File: src/rtl/epg_pkg.sv
// package for the edge port interrupt and general-purpose pin block
package epg_pkg;
    localparam int NPINS = 8;
    // register indices; printed offsets are not word multiples, byte address = 4 * index
    localparam logic [23:0] IDX_PIN_MODE_SELECT  = 24'hC60000;
    localparam logic [23:0] IDX_PIN_DIRECTION    = 24'hC60002;
    localparam logic [23:0] IDX_INTERRUPT_ENABLE = 24'hC60003;
    localparam logic [23:0] IDX_OUTPUT_DATA      = 24'hC60004;
    localparam logic [23:0] IDX_PIN_STATE        = 24'hC60005;
    localparam logic [23:0] IDX_EDGE_FLAGS       = 24'hC60006;
    localparam logic [23:0] IDX_IRQ_STATUS       = 24'hC60008;
    localparam logic [23:0] IDX_IRQ_MASK         = 24'hC60009;
    localparam logic [25:0] ADDR_PIN_MODE_SELECT  = {IDX_PIN_MODE_SELECT, 2'b00};
    localparam logic [25:0] ADDR_PIN_DIRECTION    = {IDX_PIN_DIRECTION, 2'b00};
    localparam logic [25:0] ADDR_INTERRUPT_ENABLE = {IDX_INTERRUPT_ENABLE, 2'b00};
    localparam logic [25:0] ADDR_OUTPUT_DATA      = {IDX_OUTPUT_DATA, 2'b00};
    localparam logic [25:0] ADDR_PIN_STATE        = {IDX_PIN_STATE, 2'b00};
    localparam logic [25:0] ADDR_EDGE_FLAGS       = {IDX_EDGE_FLAGS, 2'b00};
    localparam logic [25:0] ADDR_IRQ_STATUS       = {IDX_IRQ_STATUS, 2'b00};
    localparam logic [25:0] ADDR_IRQ_MASK         = {IDX_IRQ_MASK, 2'b00};
    // reset values
    localparam logic [15:0] RST_PIN_MODE_SELECT  = 16'h0000;
    localparam logic [7:0]  RST_PIN_DIRECTION    = 8'h00;
    localparam logic [7:0]  RST_INTERRUPT_ENABLE = 8'h00;
    localparam logic [7:0]  RST_OUTPUT_DATA      = 8'hFF;
    localparam logic [7:0]  RST_EDGE_FLAGS       = 8'h00;
    localparam logic [7:0]  RST_IRQ_MASK         = 8'h00;
    // detection mode encodings of a two-bit pin_mode_field
    localparam logic [1:0] MODE_LEVEL_LOW = 2'b00;
    localparam logic [1:0] MODE_RISING    = 2'b01;
    localparam logic [1:0] MODE_FALLING   = 2'b10;
    localparam logic [1:0] MODE_BOTH      = 2'b11;
endpackage : epg_pkg

File: src/rtl/epg_pin_if.sv
// interface carrying pin samples and per-pin control into the detector
`timescale 1ns/1ns
`default_nettype none
interface epg_pin_if;
    logic [7:0]  pin_level;
    logic [7:0]  pin_prev;
    logic [15:0] pin_mode_select;
    logic [7:0]  edge_seen;
    modport ctl (output pin_level, output pin_prev, output pin_mode_select, input edge_seen);
    modport det (input pin_level, input pin_prev, input pin_mode_select, output edge_seen);
endinterface : epg_pin_if
`default_nettype wire

File: src/rtl/epg_edge_detect.sv
// per-pin edge detector selected by the two-bit mode field
`timescale 1ns/1ns
`default_nettype none
module epg_edge_detect (
    epg_pin_if.det pins
);
    // one detector per pin; level mode never reports an edge
    genvar g;
    generate
        for (g = 0; g < epg_pkg::NPINS; g++) begin : g_pin
            wire logic [1:0] mode = pins.pin_mode_select[2*g +: 2];
            wire logic       rise = pins.pin_level[g] & ~pins.pin_prev[g];
            wire logic       fall = ~pins.pin_level[g] & pins.pin_prev[g];
            assign pins.edge_seen[g] =
                ((mode == epg_pkg::MODE_RISING) & rise) |
                ((mode == epg_pkg::MODE_FALLING) & fall) |
                ((mode == epg_pkg::MODE_BOTH) & (rise | fall));
        end
    endgenerate
endmodule : epg_edge_detect
`default_nettype wire

File: src/rtl/epg_top.sv
// edge port: eight interrupt / general-purpose pins with register port
`timescale 1ns/1ns
`default_nettype none
// How it works
// - direction bit one drives pin as output; reset clears all direction bits.
// - direction and detection mode are separate registers, never touching each other.
// - enabled pin requests while its edge flag is set, even if set earlier.
// - enabled level-mode pin requests while synchronised level is low, unlatched.
// - clearing enable drops request at once; reset clears all enables.
// - output data stored, drives output pins, reads return stored value.
// - reset sets output data to all ones.
// - pin state read-only, shows synchronised levels two cycles late, writes ignored, no reset.
// - selected edge on an edge-mode pin sets its flag.
// - flag stays set until a one is written to it; zero ignored.
// - level mode pins never set their flag.
// - reset clears all edge flags.
// - mode field 00 level low, 01 rise, 10 fall, 11 both; reset clears.
// - pin values pass a two-stage synchroniser before reads and detection.
// - edge detection works regardless of pin direction.
module epg_top (
    input  wire logic        mclk_i,
    input  wire logic        reset_i,
    input  wire logic [25:0] addr_i,
    input  wire logic [31:0] wdata_i,
    input  wire logic        wr_i,
    input  wire logic        rd_i,
    output logic      [31:0] rdata_o,
    input  wire logic [7:0]  ext_irq_pin_i,
    output logic      [7:0]  ext_irq_pin_o,
    output logic      [7:0]  ext_irq_pin_oe_n_o,
    output logic      [7:0]  pin_irq_o,
    output logic             irq_o
);
    logic [15:0] pin_mode_select;
    logic [7:0]  pin_direction;
    logic [7:0]  interrupt_enable;
    logic [7:0]  output_data;
    logic [7:0]  edge_flags;
    logic [7:0]  irq_status;
    logic [7:0]  irq_mask;
    logic [7:0]  sync_a;
    logic [7:0]  sync_b;
    logic [7:0]  sync_prev;
    logic [31:0] next_rdata;

    epg_pin_if pins ();
    epg_edge_detect u_detect (
        .pins (pins.det)
    );

    // detector sees only the second stage and its delayed copy
    assign pins.pin_level       = sync_b;
    assign pins.pin_prev        = sync_prev;
    assign pins.pin_mode_select = pin_mode_select;

    // address decode
    wire logic sel_mode   = addr_i == epg_pkg::ADDR_PIN_MODE_SELECT;
    wire logic sel_dir    = addr_i == epg_pkg::ADDR_PIN_DIRECTION;
    wire logic sel_ien    = addr_i == epg_pkg::ADDR_INTERRUPT_ENABLE;
    wire logic sel_odata  = addr_i == epg_pkg::ADDR_OUTPUT_DATA;
    wire logic sel_pstate = addr_i == epg_pkg::ADDR_PIN_STATE;
    wire logic sel_flags  = addr_i == epg_pkg::ADDR_EDGE_FLAGS;
    wire logic sel_status = addr_i == epg_pkg::ADDR_IRQ_STATUS;
    wire logic sel_mask   = addr_i == epg_pkg::ADDR_IRQ_MASK;

    // level condition per pin: mode 00 and synchronised low
    wire logic [7:0] level_low;
    genvar g;
    generate
        for (g = 0; g < epg_pkg::NPINS; g++) begin : g_lvl
            assign level_low[g] = (pin_mode_select[2*g +: 2] == epg_pkg::MODE_LEVEL_LOW)
                                  & ~sync_b[g];
        end
    endgenerate

    // flags: edge sets win over a same-cycle write-one clear
    wire logic [7:0] flag_clr   = (wr_i && sel_flags) ? wdata_i[7:0] : 8'h00;
    wire logic [7:0] next_flags = (edge_flags & ~flag_clr) | pins.edge_seen;
    wire logic [7:0] next_req   = interrupt_enable & (edge_flags | level_low);
    wire logic [7:0] stat_clr   = (wr_i && sel_status) ? wdata_i[7:0] : 8'h00;
    wire logic [7:0] next_stat  = (irq_status & ~stat_clr) | pins.edge_seen;

    // enable written this cycle gates the request with its new value
    wire logic [7:0] next_ien = (wr_i && sel_ien) ? wdata_i[7:0] : interrupt_enable;
    wire logic [7:0] next_pin_irq = next_ien & (next_flags | level_low);

    // read mux; unmapped addresses and upper bits read zero
    // pin state shows the synchronised copy, so a read lags the pin by two cycles
    always_comb begin
        next_rdata = 32'h0000_0000;
        if (sel_mode) next_rdata[15:0] = pin_mode_select;
        if (sel_dir) next_rdata[7:0] = pin_direction;
        if (sel_ien) next_rdata[7:0] = interrupt_enable;
        if (sel_odata) next_rdata[7:0] = output_data;
        if (sel_pstate) next_rdata[7:0] = sync_b;
        if (sel_flags) next_rdata[7:0] = edge_flags;
        if (sel_status) next_rdata[7:0] = irq_status;
        if (sel_mask) next_rdata[7:0] = irq_mask;
    end

    // synchroniser: first stage feeds only the second; no reset on pin state
    // two stages cost two cycles of latency on every edge and level request,
    // traded for freedom from metastable samples reaching the flags
    always_ff @(posedge mclk_i) begin
        sync_a    <= ext_irq_pin_i;
        sync_b    <= sync_a;
        sync_prev <= sync_b;
    end

    // software registers
    always_ff @(posedge mclk_i) begin
        if (reset_i) begin
            pin_mode_select  <= epg_pkg::RST_PIN_MODE_SELECT;
            pin_direction    <= epg_pkg::RST_PIN_DIRECTION;
            interrupt_enable <= epg_pkg::RST_INTERRUPT_ENABLE;
            output_data      <= epg_pkg::RST_OUTPUT_DATA;
            irq_mask         <= epg_pkg::RST_IRQ_MASK;
        end else if (wr_i) begin
            // each register has its own select, so mode and direction stay apart
            if (sel_mode) pin_mode_select <= wdata_i[15:0];
            if (sel_dir) pin_direction <= wdata_i[7:0];
            if (sel_ien) interrupt_enable <= wdata_i[7:0];
            if (sel_odata) output_data <= wdata_i[7:0];
            if (sel_mask) irq_mask <= wdata_i[7:0];
        end
    end

    // sticky flags and status
    always_ff @(posedge mclk_i) begin
        if (reset_i) begin
            edge_flags <= epg_pkg::RST_EDGE_FLAGS;
            irq_status <= epg_pkg::RST_EDGE_FLAGS;
        end else begin
            edge_flags <= next_flags;
            irq_status <= next_stat;
        end
    end

    // registered outputs
    always_ff @(posedge mclk_i) begin
        if (reset_i) begin
            rdata_o            <= 32'h0000_0000;
            ext_irq_pin_o      <= epg_pkg::RST_OUTPUT_DATA;
            ext_irq_pin_oe_n_o <= 8'hFF;
            pin_irq_o          <= 8'h00;
            irq_o              <= 1'b0;
        end else begin
            rdata_o            <= rd_i ? next_rdata : 32'h0000_0000;
            ext_irq_pin_o      <= (wr_i && sel_odata) ? wdata_i[7:0] : output_data;
            ext_irq_pin_oe_n_o <= (wr_i && sel_dir) ? ~wdata_i[7:0] : ~pin_direction;
            pin_irq_o          <= next_pin_irq;
            irq_o              <= |(next_stat & irq_mask);
        end
    end

    // assertions
    flag_sticky_a: assert property (@(posedge mclk_i) disable iff (reset_i)
        (edge_flags != 8'h00 && !(wr_i && sel_flags)) |=> ((edge_flags & $past(edge_flags)) == $past(edge_flags)))
        else $error("edge flag dropped without a clear");
    flag_clear_a: assert property (@(posedge mclk_i) disable iff (reset_i)
        (wr_i && sel_flags && pins.edge_seen == 8'h00) |=> ((edge_flags & $past(wdata_i[7:0])) == 8'h00))
        else $error("write one did not clear flag");
    level_noflag_a: assert property (@(posedge mclk_i) disable iff (reset_i)
        (pin_mode_select == 16'h0000 && edge_flags == 8'h00) |=> edge_flags == 8'h00)
        else $error("level mode pin set a flag");
    req_drop_a: assert property (@(posedge mclk_i) disable iff (reset_i)
        (wr_i && sel_ien) |=> ((pin_irq_o & ~$past(wdata_i[7:0])) == 8'h00))
        else $error("request stayed after enable cleared");
    req_flag_a: assert property (@(posedge mclk_i) disable iff (reset_i)
        ((interrupt_enable & edge_flags) != 8'h00 && !wr_i)
        |=> ((pin_irq_o & $past(interrupt_enable & edge_flags)) == $past(interrupt_enable & edge_flags)))
        else $error("enabled flag raised no request");
    rise_set_a: assert property (@(posedge mclk_i) disable iff (reset_i)
        (pin_mode_select[5:4] == epg_pkg::MODE_RISING && sync_b[2] && !sync_prev[2]) |=> edge_flags[2])
        else $error("rising edge not flagged");
    out_drive_a: assert property (@(posedge mclk_i) disable iff (reset_i)
        (wr_i && sel_odata) |=> ext_irq_pin_o == $past(wdata_i[7:0]))
        else $error("output data not driven");
    pstate_read_a: assert property (@(posedge mclk_i) disable iff (reset_i)
        (rd_i && sel_pstate) |=> rdata_o[7:0] == $past(sync_b))
        else $error("pin state read wrong");
    oe_dir_a: assert property (@(posedge mclk_i) disable iff (reset_i)
        (wr_i && sel_dir) |=> ext_irq_pin_oe_n_o == ~$past(wdata_i[7:0]))
        else $error("direction not applied");

    // reset values, checked on the edge after reset is seen high
    rst_dir_a: assert property (@(posedge mclk_i)
        reset_i
        |=> (pin_direction == epg_pkg::RST_PIN_DIRECTION && ext_irq_pin_oe_n_o == 8'hFF))
        else $error("direction not cleared by reset");
    // enables and requests both drop in reset
    rst_ien_a: assert property (@(posedge mclk_i)
        reset_i
        |=> (interrupt_enable == epg_pkg::RST_INTERRUPT_ENABLE && pin_irq_o == 8'h00))
        else $error("enable not cleared by reset");
    // output data comes up all ones, on the register and the pins
    rst_odata_a: assert property (@(posedge mclk_i)
        reset_i
        |=> (output_data == epg_pkg::RST_OUTPUT_DATA && ext_irq_pin_o == epg_pkg::RST_OUTPUT_DATA))
        else $error("output data not set by reset");
    // no edge is remembered across a reset
    rst_flags_a: assert property (@(posedge mclk_i)
        reset_i
        |=> (edge_flags == epg_pkg::RST_EDGE_FLAGS))
        else $error("flags not cleared by reset");
    // every pin starts in level mode
    rst_mode_a: assert property (@(posedge mclk_i)
        reset_i
        |=> (pin_mode_select == epg_pkg::RST_PIN_MODE_SELECT))
        else $error("mode not cleared by reset");

    // a zero written to a flag bit must leave that bit alone
    flag_zero_a: assert property (@(posedge mclk_i) disable iff (reset_i)
        (wr_i && sel_flags)
        |=> ((edge_flags & $past(edge_flags & ~wdata_i[7:0])) == $past(edge_flags & ~wdata_i[7:0])))
        else $error("zero write cleared a flag");
    // an edge in the same cycle as a clear still leaves its flag set
    edge_wins_a: assert property (@(posedge mclk_i) disable iff (reset_i)
        (pins.edge_seen != 8'h00)
        |=> ((edge_flags & $past(pins.edge_seen)) == $past(pins.edge_seen)))
        else $error("detected edge lost");
    // a flag only rises where the detector saw an edge
    flag_source_a: assert property (@(posedge mclk_i) disable iff (reset_i)
        1'b1
        |=> ((edge_flags & ~$past(edge_flags | pins.edge_seen)) == 8'h00))
        else $error("flag set with no edge");
    // pin 2 in level mode keeps a clear flag clear through any transition
    level_keep_a: assert property (@(posedge mclk_i) disable iff (reset_i)
        (pin_mode_select[5:4] == epg_pkg::MODE_LEVEL_LOW && !edge_flags[2])
        |=> !edge_flags[2])
        else $error("level mode pin changed its flag");
    // falling mode catches a high to low step
    fall_set_a: assert property (@(posedge mclk_i) disable iff (reset_i)
        (pin_mode_select[5:4] == epg_pkg::MODE_FALLING && !sync_b[2] && sync_prev[2])
        |=> edge_flags[2])
        else $error("falling edge not flagged");
    // both-edges mode catches either step
    both_set_a: assert property (@(posedge mclk_i) disable iff (reset_i)
        (pin_mode_select[5:4] == epg_pkg::MODE_BOTH && (sync_b[2] != sync_prev[2]))
        |=> edge_flags[2])
        else $error("edge not flagged in both mode");
    // rising mode must ignore falls, so a clear flag stays clear without a rise
    rise_only_a: assert property (@(posedge mclk_i) disable iff (reset_i)
        (pin_mode_select[5:4] == epg_pkg::MODE_RISING && !edge_flags[2] && !(sync_b[2] && !sync_prev[2]))
        |=> !edge_flags[2])
        else $error("rising mode flagged a fall");

    // a low level on an enabled level-mode pin requests on the next edge
    level_req_a: assert property (@(posedge mclk_i) disable iff (reset_i)
        (interrupt_enable[2] && !(wr_i && sel_ien) && pin_mode_select[5:4] == epg_pkg::MODE_LEVEL_LOW && !sync_b[2])
        |=> pin_irq_o[2])
        else $error("low level raised no request");
    // level requests are not latched: a high pin with no flag requests nothing
    level_free_a: assert property (@(posedge mclk_i) disable iff (reset_i)
        (pin_mode_select[5:4] == epg_pkg::MODE_LEVEL_LOW && sync_b[2] && !edge_flags[2])
        |=> !pin_irq_o[2])
        else $error("level request latched");
    // with every enable off and none written, no pin may request
    req_gate_a: assert property (@(posedge mclk_i) disable iff (reset_i)
        (interrupt_enable == 8'h00 && !(wr_i && sel_ien))
        |=> (pin_irq_o == 8'h00))
        else $error("request without enable");

    // direction and mode writes never disturb each other
    dir_indep_a: assert property (@(posedge mclk_i) disable iff (reset_i)
        (wr_i && sel_dir)
        |=> (pin_mode_select == $past(pin_mode_select)))
        else $error("direction write changed mode");
    mode_indep_a: assert property (@(posedge mclk_i) disable iff (reset_i)
        (wr_i && sel_mode)
        |=> (pin_direction == $past(pin_direction)))
        else $error("mode write changed direction");
    // a write to the pin state slot lands nowhere
    pstate_ro_a: assert property (@(posedge mclk_i) disable iff (reset_i)
        (wr_i && sel_pstate)
        |=> (output_data == $past(output_data) && pin_direction == $past(pin_direction)))
        else $error("pin state write had an effect");
    // reads of output data return the stored bits, not the pins
    odata_read_a: assert property (@(posedge mclk_i) disable iff (reset_i)
        (rd_i && sel_odata)
        |=> (rdata_o[7:0] == $past(output_data)))
        else $error("output data read wrong");
    // without a write the pins keep showing the stored data
    out_hold_a: assert property (@(posedge mclk_i) disable iff (reset_i)
        !(wr_i && sel_odata)
        |=> (ext_irq_pin_o == $past(output_data)))
        else $error("pin drive drifted");
    // without a write the enables keep following the direction bits
    dir_hold_a: assert property (@(posedge mclk_i) disable iff (reset_i)
        !(wr_i && sel_dir)
        |=> (ext_irq_pin_oe_n_o == ~$past(pin_direction)))
        else $error("enable drifted from direction");
    // the pins reach the detector exactly two edges late
    sync_path_a: assert property (@(posedge mclk_i) disable iff (reset_i)
        1'b1
        |=> ##1 (sync_b == $past(ext_irq_pin_i, 2)))
        else $error("synchroniser depth wrong");
endmodule : epg_top
`default_nettype wire

File: config.mk
export PLATFORM = sky130hd
export DESIGN_NAME = epg_top
export DESIGN_NICKNAME = d
export VERILOG_FILES = /design/src/rtl/epg_pkg.sv /design/src/rtl/epg_pin_if.sv /design/src/rtl/epg_edge_detect.sv /design/src/rtl/epg_top.sv
export SDC_FILE = /design/constraint.sdc
export NUM_CORES = 1
export LEC_CHECK = 0
export BUFFER_PORTS_ARGS = -buffer_cell sky130_fd_sc_hd__buf_2
export CAP_MARGIN = 5
export CORE_AREA = 2 2 105 107
export DETAILED_ROUTE_END_ITERATION = 8
export DIE_AREA = 0 0 107 109
export PLACE_DENSITY_LB_ADDON = 0.08
export SYNTH_ARGS = -nofsm -noshare
export SYNTH_HDL_FRONTEND = slang
export SYNTH_HIERARCHICAL = 1
export SYNTH_SLANG_ARGS = --single-unit
File: constraint.sdc
create_clock -name mclk_i -period 4.5 [get_ports mclk_i]
set_clock_uncertainty 0.15 [all_clocks]
set_input_delay 0.225 -clock mclk_i [delete_from_list [all_inputs] [get_ports mclk_i]]
set_output_delay 0.225 -clock mclk_i [all_outputs]
set_load 0.02 [all_outputs]
Word level (Yosys, flattened, before mapping)
Index checks and enable logic that the tools add are counted.
- bits in writable memories: 0
- flip-flop bits (word level): 145
- word-level logic and storage cells: 184
- memories: 0
- output and inout bits: 57
- latch bits: 0
- bits in read-only memories: 0
- reductions and logical operators: 21
- mux-type cells: 13
- shift-type cells: 0
- order comparisons: 0
- multipliers: 0
- equality and inequality tests: 32
- bitwise logic cells: 101
- add/sub/neg operators: 0
- div/mod/pow operators: 0
- operators by type and width (cell ; number):
    $eq 26x26->1 const B ; 8
    $mux 8 ; 13
    $and 1x1->1 ; 48
    $and 8x8->8 ; 4
    $eq 2x2->1 const B ; 16
    $not 8->8 ; 4
    $or 1x1->1 ; 24
    $or 8x8->8 ; 3
    $not 1->1 ; 18
    $eq 2x1->1 const B ; 8
    $logic_not 2->1 ; 8
    $reduce_and 2->1 ; 5
    $reduce_or 8->1 ; 1
    $logic_and 1x1->1 ; 5
    $reduce_or 3->1 ; 1
    $reduce_or 2->1 ; 1

Depth between registers and ports, before layout
- depth after elaboration: 9
- depth in mapped cells: 9

Hierarchy
The synthesis kept the hierarchy.
- modules (own cells, without submodules) (module ; area an instance (um2) ; cells each ; instances):
    epg_top ; 5265.0 ; 536 ; 1
    epg_edge_detect ; 432.9 ; 66 ; 1

Least setup slack after synthesis
Ideal clock, no wire load.
- path type: input-to-reg
- start point: input addr_i[3]
- end point: register pin_mode_select[10]
- data required time: 4222 ps
- path slack: 2336 ps
- stages on the path: 6
- data arrival time: 1887 ps
- path through: buf_6 or4_4 nor4_4 buf_6 mux2i_1 nor2_1
- longest elaborated chain between the ends: 2
- RTL lines (item ; RTL line ; text):
    start: declaration ; epg_top.sv:23 ; input wire logic [25:0] addr_i,
    $eq 26x26->1 ; epg_top.sv:57 ; wire logic sel_mode = addr_i == epg_pkg::ADDR_PIN_MODE_SELECT;
    $reduce_and 2->1 (no line) ; - ;
    end signal: assignment ; epg_top.sv:113 ; pin_mode_select <= epg_pkg::RST_PIN_MODE_SELECT;
    end signal: assignment ; epg_top.sv:120 ; if (sel_mode) pin_mode_select <= wdata_i[15:0];
    end: declaration ; epg_top.sv:34 ; logic [15:0] pin_mode_select;
Every way passes these cells.
A chain may end at the register's enable or synchronous reset.

Worst setup path after layout
- start point: input addr_i[3]
- end point: register rdata_o[4]
- longest elaborated chain between the ends: 9
- elaborated cells between the ends (all ways): 16
- those cells by class: eq/ne (8); mux (8)
- RTL lines (item ; RTL line ; text):
    $eq 26x26->1 ; epg_top.sv:57 ;
    $mux 8 ; epg_top.sv:91 ; if (sel_mode) next_rdata[15:0] = pin_mode_select;
    $mux 8 ; epg_top.sv:92 ; if (sel_dir) next_rdata[7:0] = pin_direction;
    $mux 8 ; epg_top.sv:93 ; if (sel_ien) next_rdata[7:0] = interrupt_enable;
    $mux 8 ; epg_top.sv:94 ; if (sel_odata) next_rdata[7:0] = output_data;
    $mux 8 ; epg_top.sv:95 ; if (sel_pstate) next_rdata[7:0] = sync_b;
    $mux 8 ; epg_top.sv:96 ; if (sel_flags) next_rdata[7:0] = edge_flags;
    $mux 8 ; epg_top.sv:97 ; if (sel_status) next_rdata[7:0] = irq_status;
    $mux 8 * ; epg_top.sv:98 ; if (sel_mask) next_rdata[7:0] = irq_mask;
    end signal: assignment ; epg_top.sv:148 ; rdata_o <= rd_i ? next_rdata : 32'h0000_0000;
    end: declaration ; epg_top.sv:27 ; output logic [31:0] rdata_o,
Every way passes the cells marked *; elsewhere a longest branch is shown, timed or not.

==> reports/metrics.cfg <==
[min_path]
min_to=rdata_o[7]
whs_path_depth=3
hp-class=input pin to register
min-delay-start=rd_i

[finish]
n_antenna_cell=0
fin_util=0.656
final_common_cell=dfxtp_1
stdcell_count=861
layout_common_cells=129 x dfxtp_1, 94 x buf_2, 61 x nor2_1, 41 x mux2i_1, 35 x nand2_1
area_growth_syn_to_layout_pct=22.0
fin_nets=794
drive_above_1_share=0.214

[global_route]
grt_use_total=0.267
grt_pass1_wl_um=23500
grt_max_degree=83
overflow=0
grt_pass1_vias=4520
antenna_found_initial=0

[clock_network]
clock_path_buffers=2
clkTransAtPathRegs_ns=0.06
post_cts_resized=0
cts-root-buf=clkbuf_8
clk-insertion-delay-late_ns=0.53
post_cts_buffers=0
cts_tree=done
cts_buffers=17
htreeDepth=4
clock-sinks=129

[yosys]
yosysUniqueCellTypes=60
syn_avg_cell_area_um2=9.47
ys_seq_area_frac=0.453
yosys_warnings=6
synth_cells=602
synth_seq_cells=129
synth_ff_type=dfxtp_1
synth_area_um2=5700
synth-edff-count=0
synthArstFlopShare=0

[critical_path]
rrSetupSlack_ns=2.30
worstPathArrival_ns=2.79
crit_fanout=17
reg2reg_to=irq_o
worst-endpoint-required_ns=4.79
critPathLaunchType=input pin
cp-end-kind=register
rr_worst_depth=9
path_class=input pin to register
r2r-start=pins.pin_level[0]

[detailed_routing]
drc=0
routed_wl_um=14900
num_vias=4808
first_pass_iters=6
post_drt_wl_per_cell_um=17.3
ant_nets=0
drt_iter0_markers=357
drt-vias-per-instance=5.58

[place]
dp_hpwl_um=9870
port_buffers=94
pre_cts_ws_ns=1.49
place_congestion=0.863
dpl.cell_count=803

[run]
cap_violations=0

[sta]
max_freq_ghz=0.400
setup_viol=0
fin_crit_sh=0.556
setup_tns_ns=0
hold_viol_final=0
final.min_clock_period_ns=2.50
worstMarginPinSlew_ns=1.04
worst_slack_ns=2.00
slew_violations=0
relSlewSlack=0.303
grt_setup_unrepaired=false

[power_and_ir_drop]
swShare=0.216
combPwrFrac=0.049
p_per_area_nw_per_um2=386
power.share.clock=0.518
ir_drop_mv=0.334
p_int_mw=2.11
seqPwrFrac=0.433
totalPowerFinal_mw=2.69
p_leak_nw=2.73
p_sw_uw=580

[floorplanning]
die_h_um=109
placementRows=38
die-area_um2=11700
die_x_um=107
num_io_pins=127
start_util=0.537
coreArea_um2=10600

[status]
status=finished clean

worst max-delay path by stage:
stage | startpoint | end | depth (start not counted)
2_1_floorplan | addr_i[3] | pin_mode_select[10] | 6
3_3_place_gp | addr_i[3] | rdata_o[4] | 6
3_5_place_dp | addr_i[3] | rdata_o[4] | 6
4_1_cts | addr_i[3] | rdata_o[4] | 6
5_1_grt | addr_i[3] | rdata_o[0] | 6
6_report | addr_i[3] | rdata_o[4] | 6
logic make-up after synthesis:
| group | Yosys count | synth area share |
|---|---|---|
| other | 1 | 0.000658 |
| adders and majority gates | 16 | 0.0351 |
| muxes | 41 | 0.0720 |
| buffers and inverters | 75 | 0.0744 |
| AOI/OAI and AO/OA | 118 | 0.138 |
| and+or+nand+nor | 222 | 0.226 |
| DFF | 129 | 0.453 |
flip-flops by register name, summed over array words and instances, names as in the netlist:
signal              count
edge_flags              8
ext_irq_pin_o           8
ext_irq_pin_oe_n_o      8
interrupt_enable        8
irq_mask                8
irq_o                   1
irq_status              8
output_data             8
pin_direction           8
pin_irq_o               8
pin_mode_select        16
pins.pin_level          8
pins.pin_prev           8
rdata_o                16
sync_a                  8
power groups by stage:
stage / Sequential (mW) / Combinational (mW) / Clock, mW
2_1_floorplan: 1.18 / 0.0864 / 0
3_3_place_gp: 1.19 / 0.109 / 0
3_5_place_dp: 1.19 / 0.113 / 0
4_1_cts: 1.16 / 0.131 / 1.42
5_1_grt: 1.16 / 0.144 / 1.46
6_report: 1.16 / 0.131 / 1.39
per-stage QoR:
step	instance area (µm²)	hold WS, ns
finish	6950	0.102
global route	6950	0.102
CTS	6950	0.0795
detailed placement	6090	0.162
global placement	6090	0.160
floorplan	5750	0.103
Yosys cell counts (all sizes together), types with 4 or more instances:
master	count	area (µm²)
o21ai	35	175
buf	31	229
a211o	8	70.1
nor2b	14	87.6
inv	24	90.1
o211ai	7	52.6
dfxtp	129	2580
nor3	9	61.3
a211oi	8	100
nor2	61	229
mux2i	41	410
nand4	29	181
or2	10	62.6
a21oi	34	170
and2	11	68.8
ha	16	200
nand2	36	138
o221ai	4	35.0
a2bb2oi	4	35.0
clkbuf	20	105
a22oi	4	30.0
nand3	16	92.6
nor4	8	116
or3	10	62.6
timing repair:
action / 4_1_cts / 5_1_grt
endpoints found under the hold margin: 71 / 0
hold buffers: 26 / 0
setup endpoints to repair: 0 / 0
worst max-delay path, stage by stage:
cell,delay (ns)
buf_2,0.27
nor4b_4,0.72
nand4_1,0.23
nor3_2,0.83
a222oi_1,0.27
a21oi_1,0.24
routing by layer:
metal,track usage,vias to the layer above,share of wire
met5,0,-,0
met4,0.0983,0,0.016
met3,0.0699,22,0.066
met2,0.461,178,0.49
met1,0.322,2279,0.42
li1,-,2329,-
final cells by class:
class	instances	area (µm²)
clock buffers	23	477
clock inverters	9	129
fillers	892	3650
inverters	24	90.1
multi-input cells	413	2750
flip-flops and latches	129	2580
well taps	140	175
repair buffers	123	753
Power figures use the tool's default switching activity.
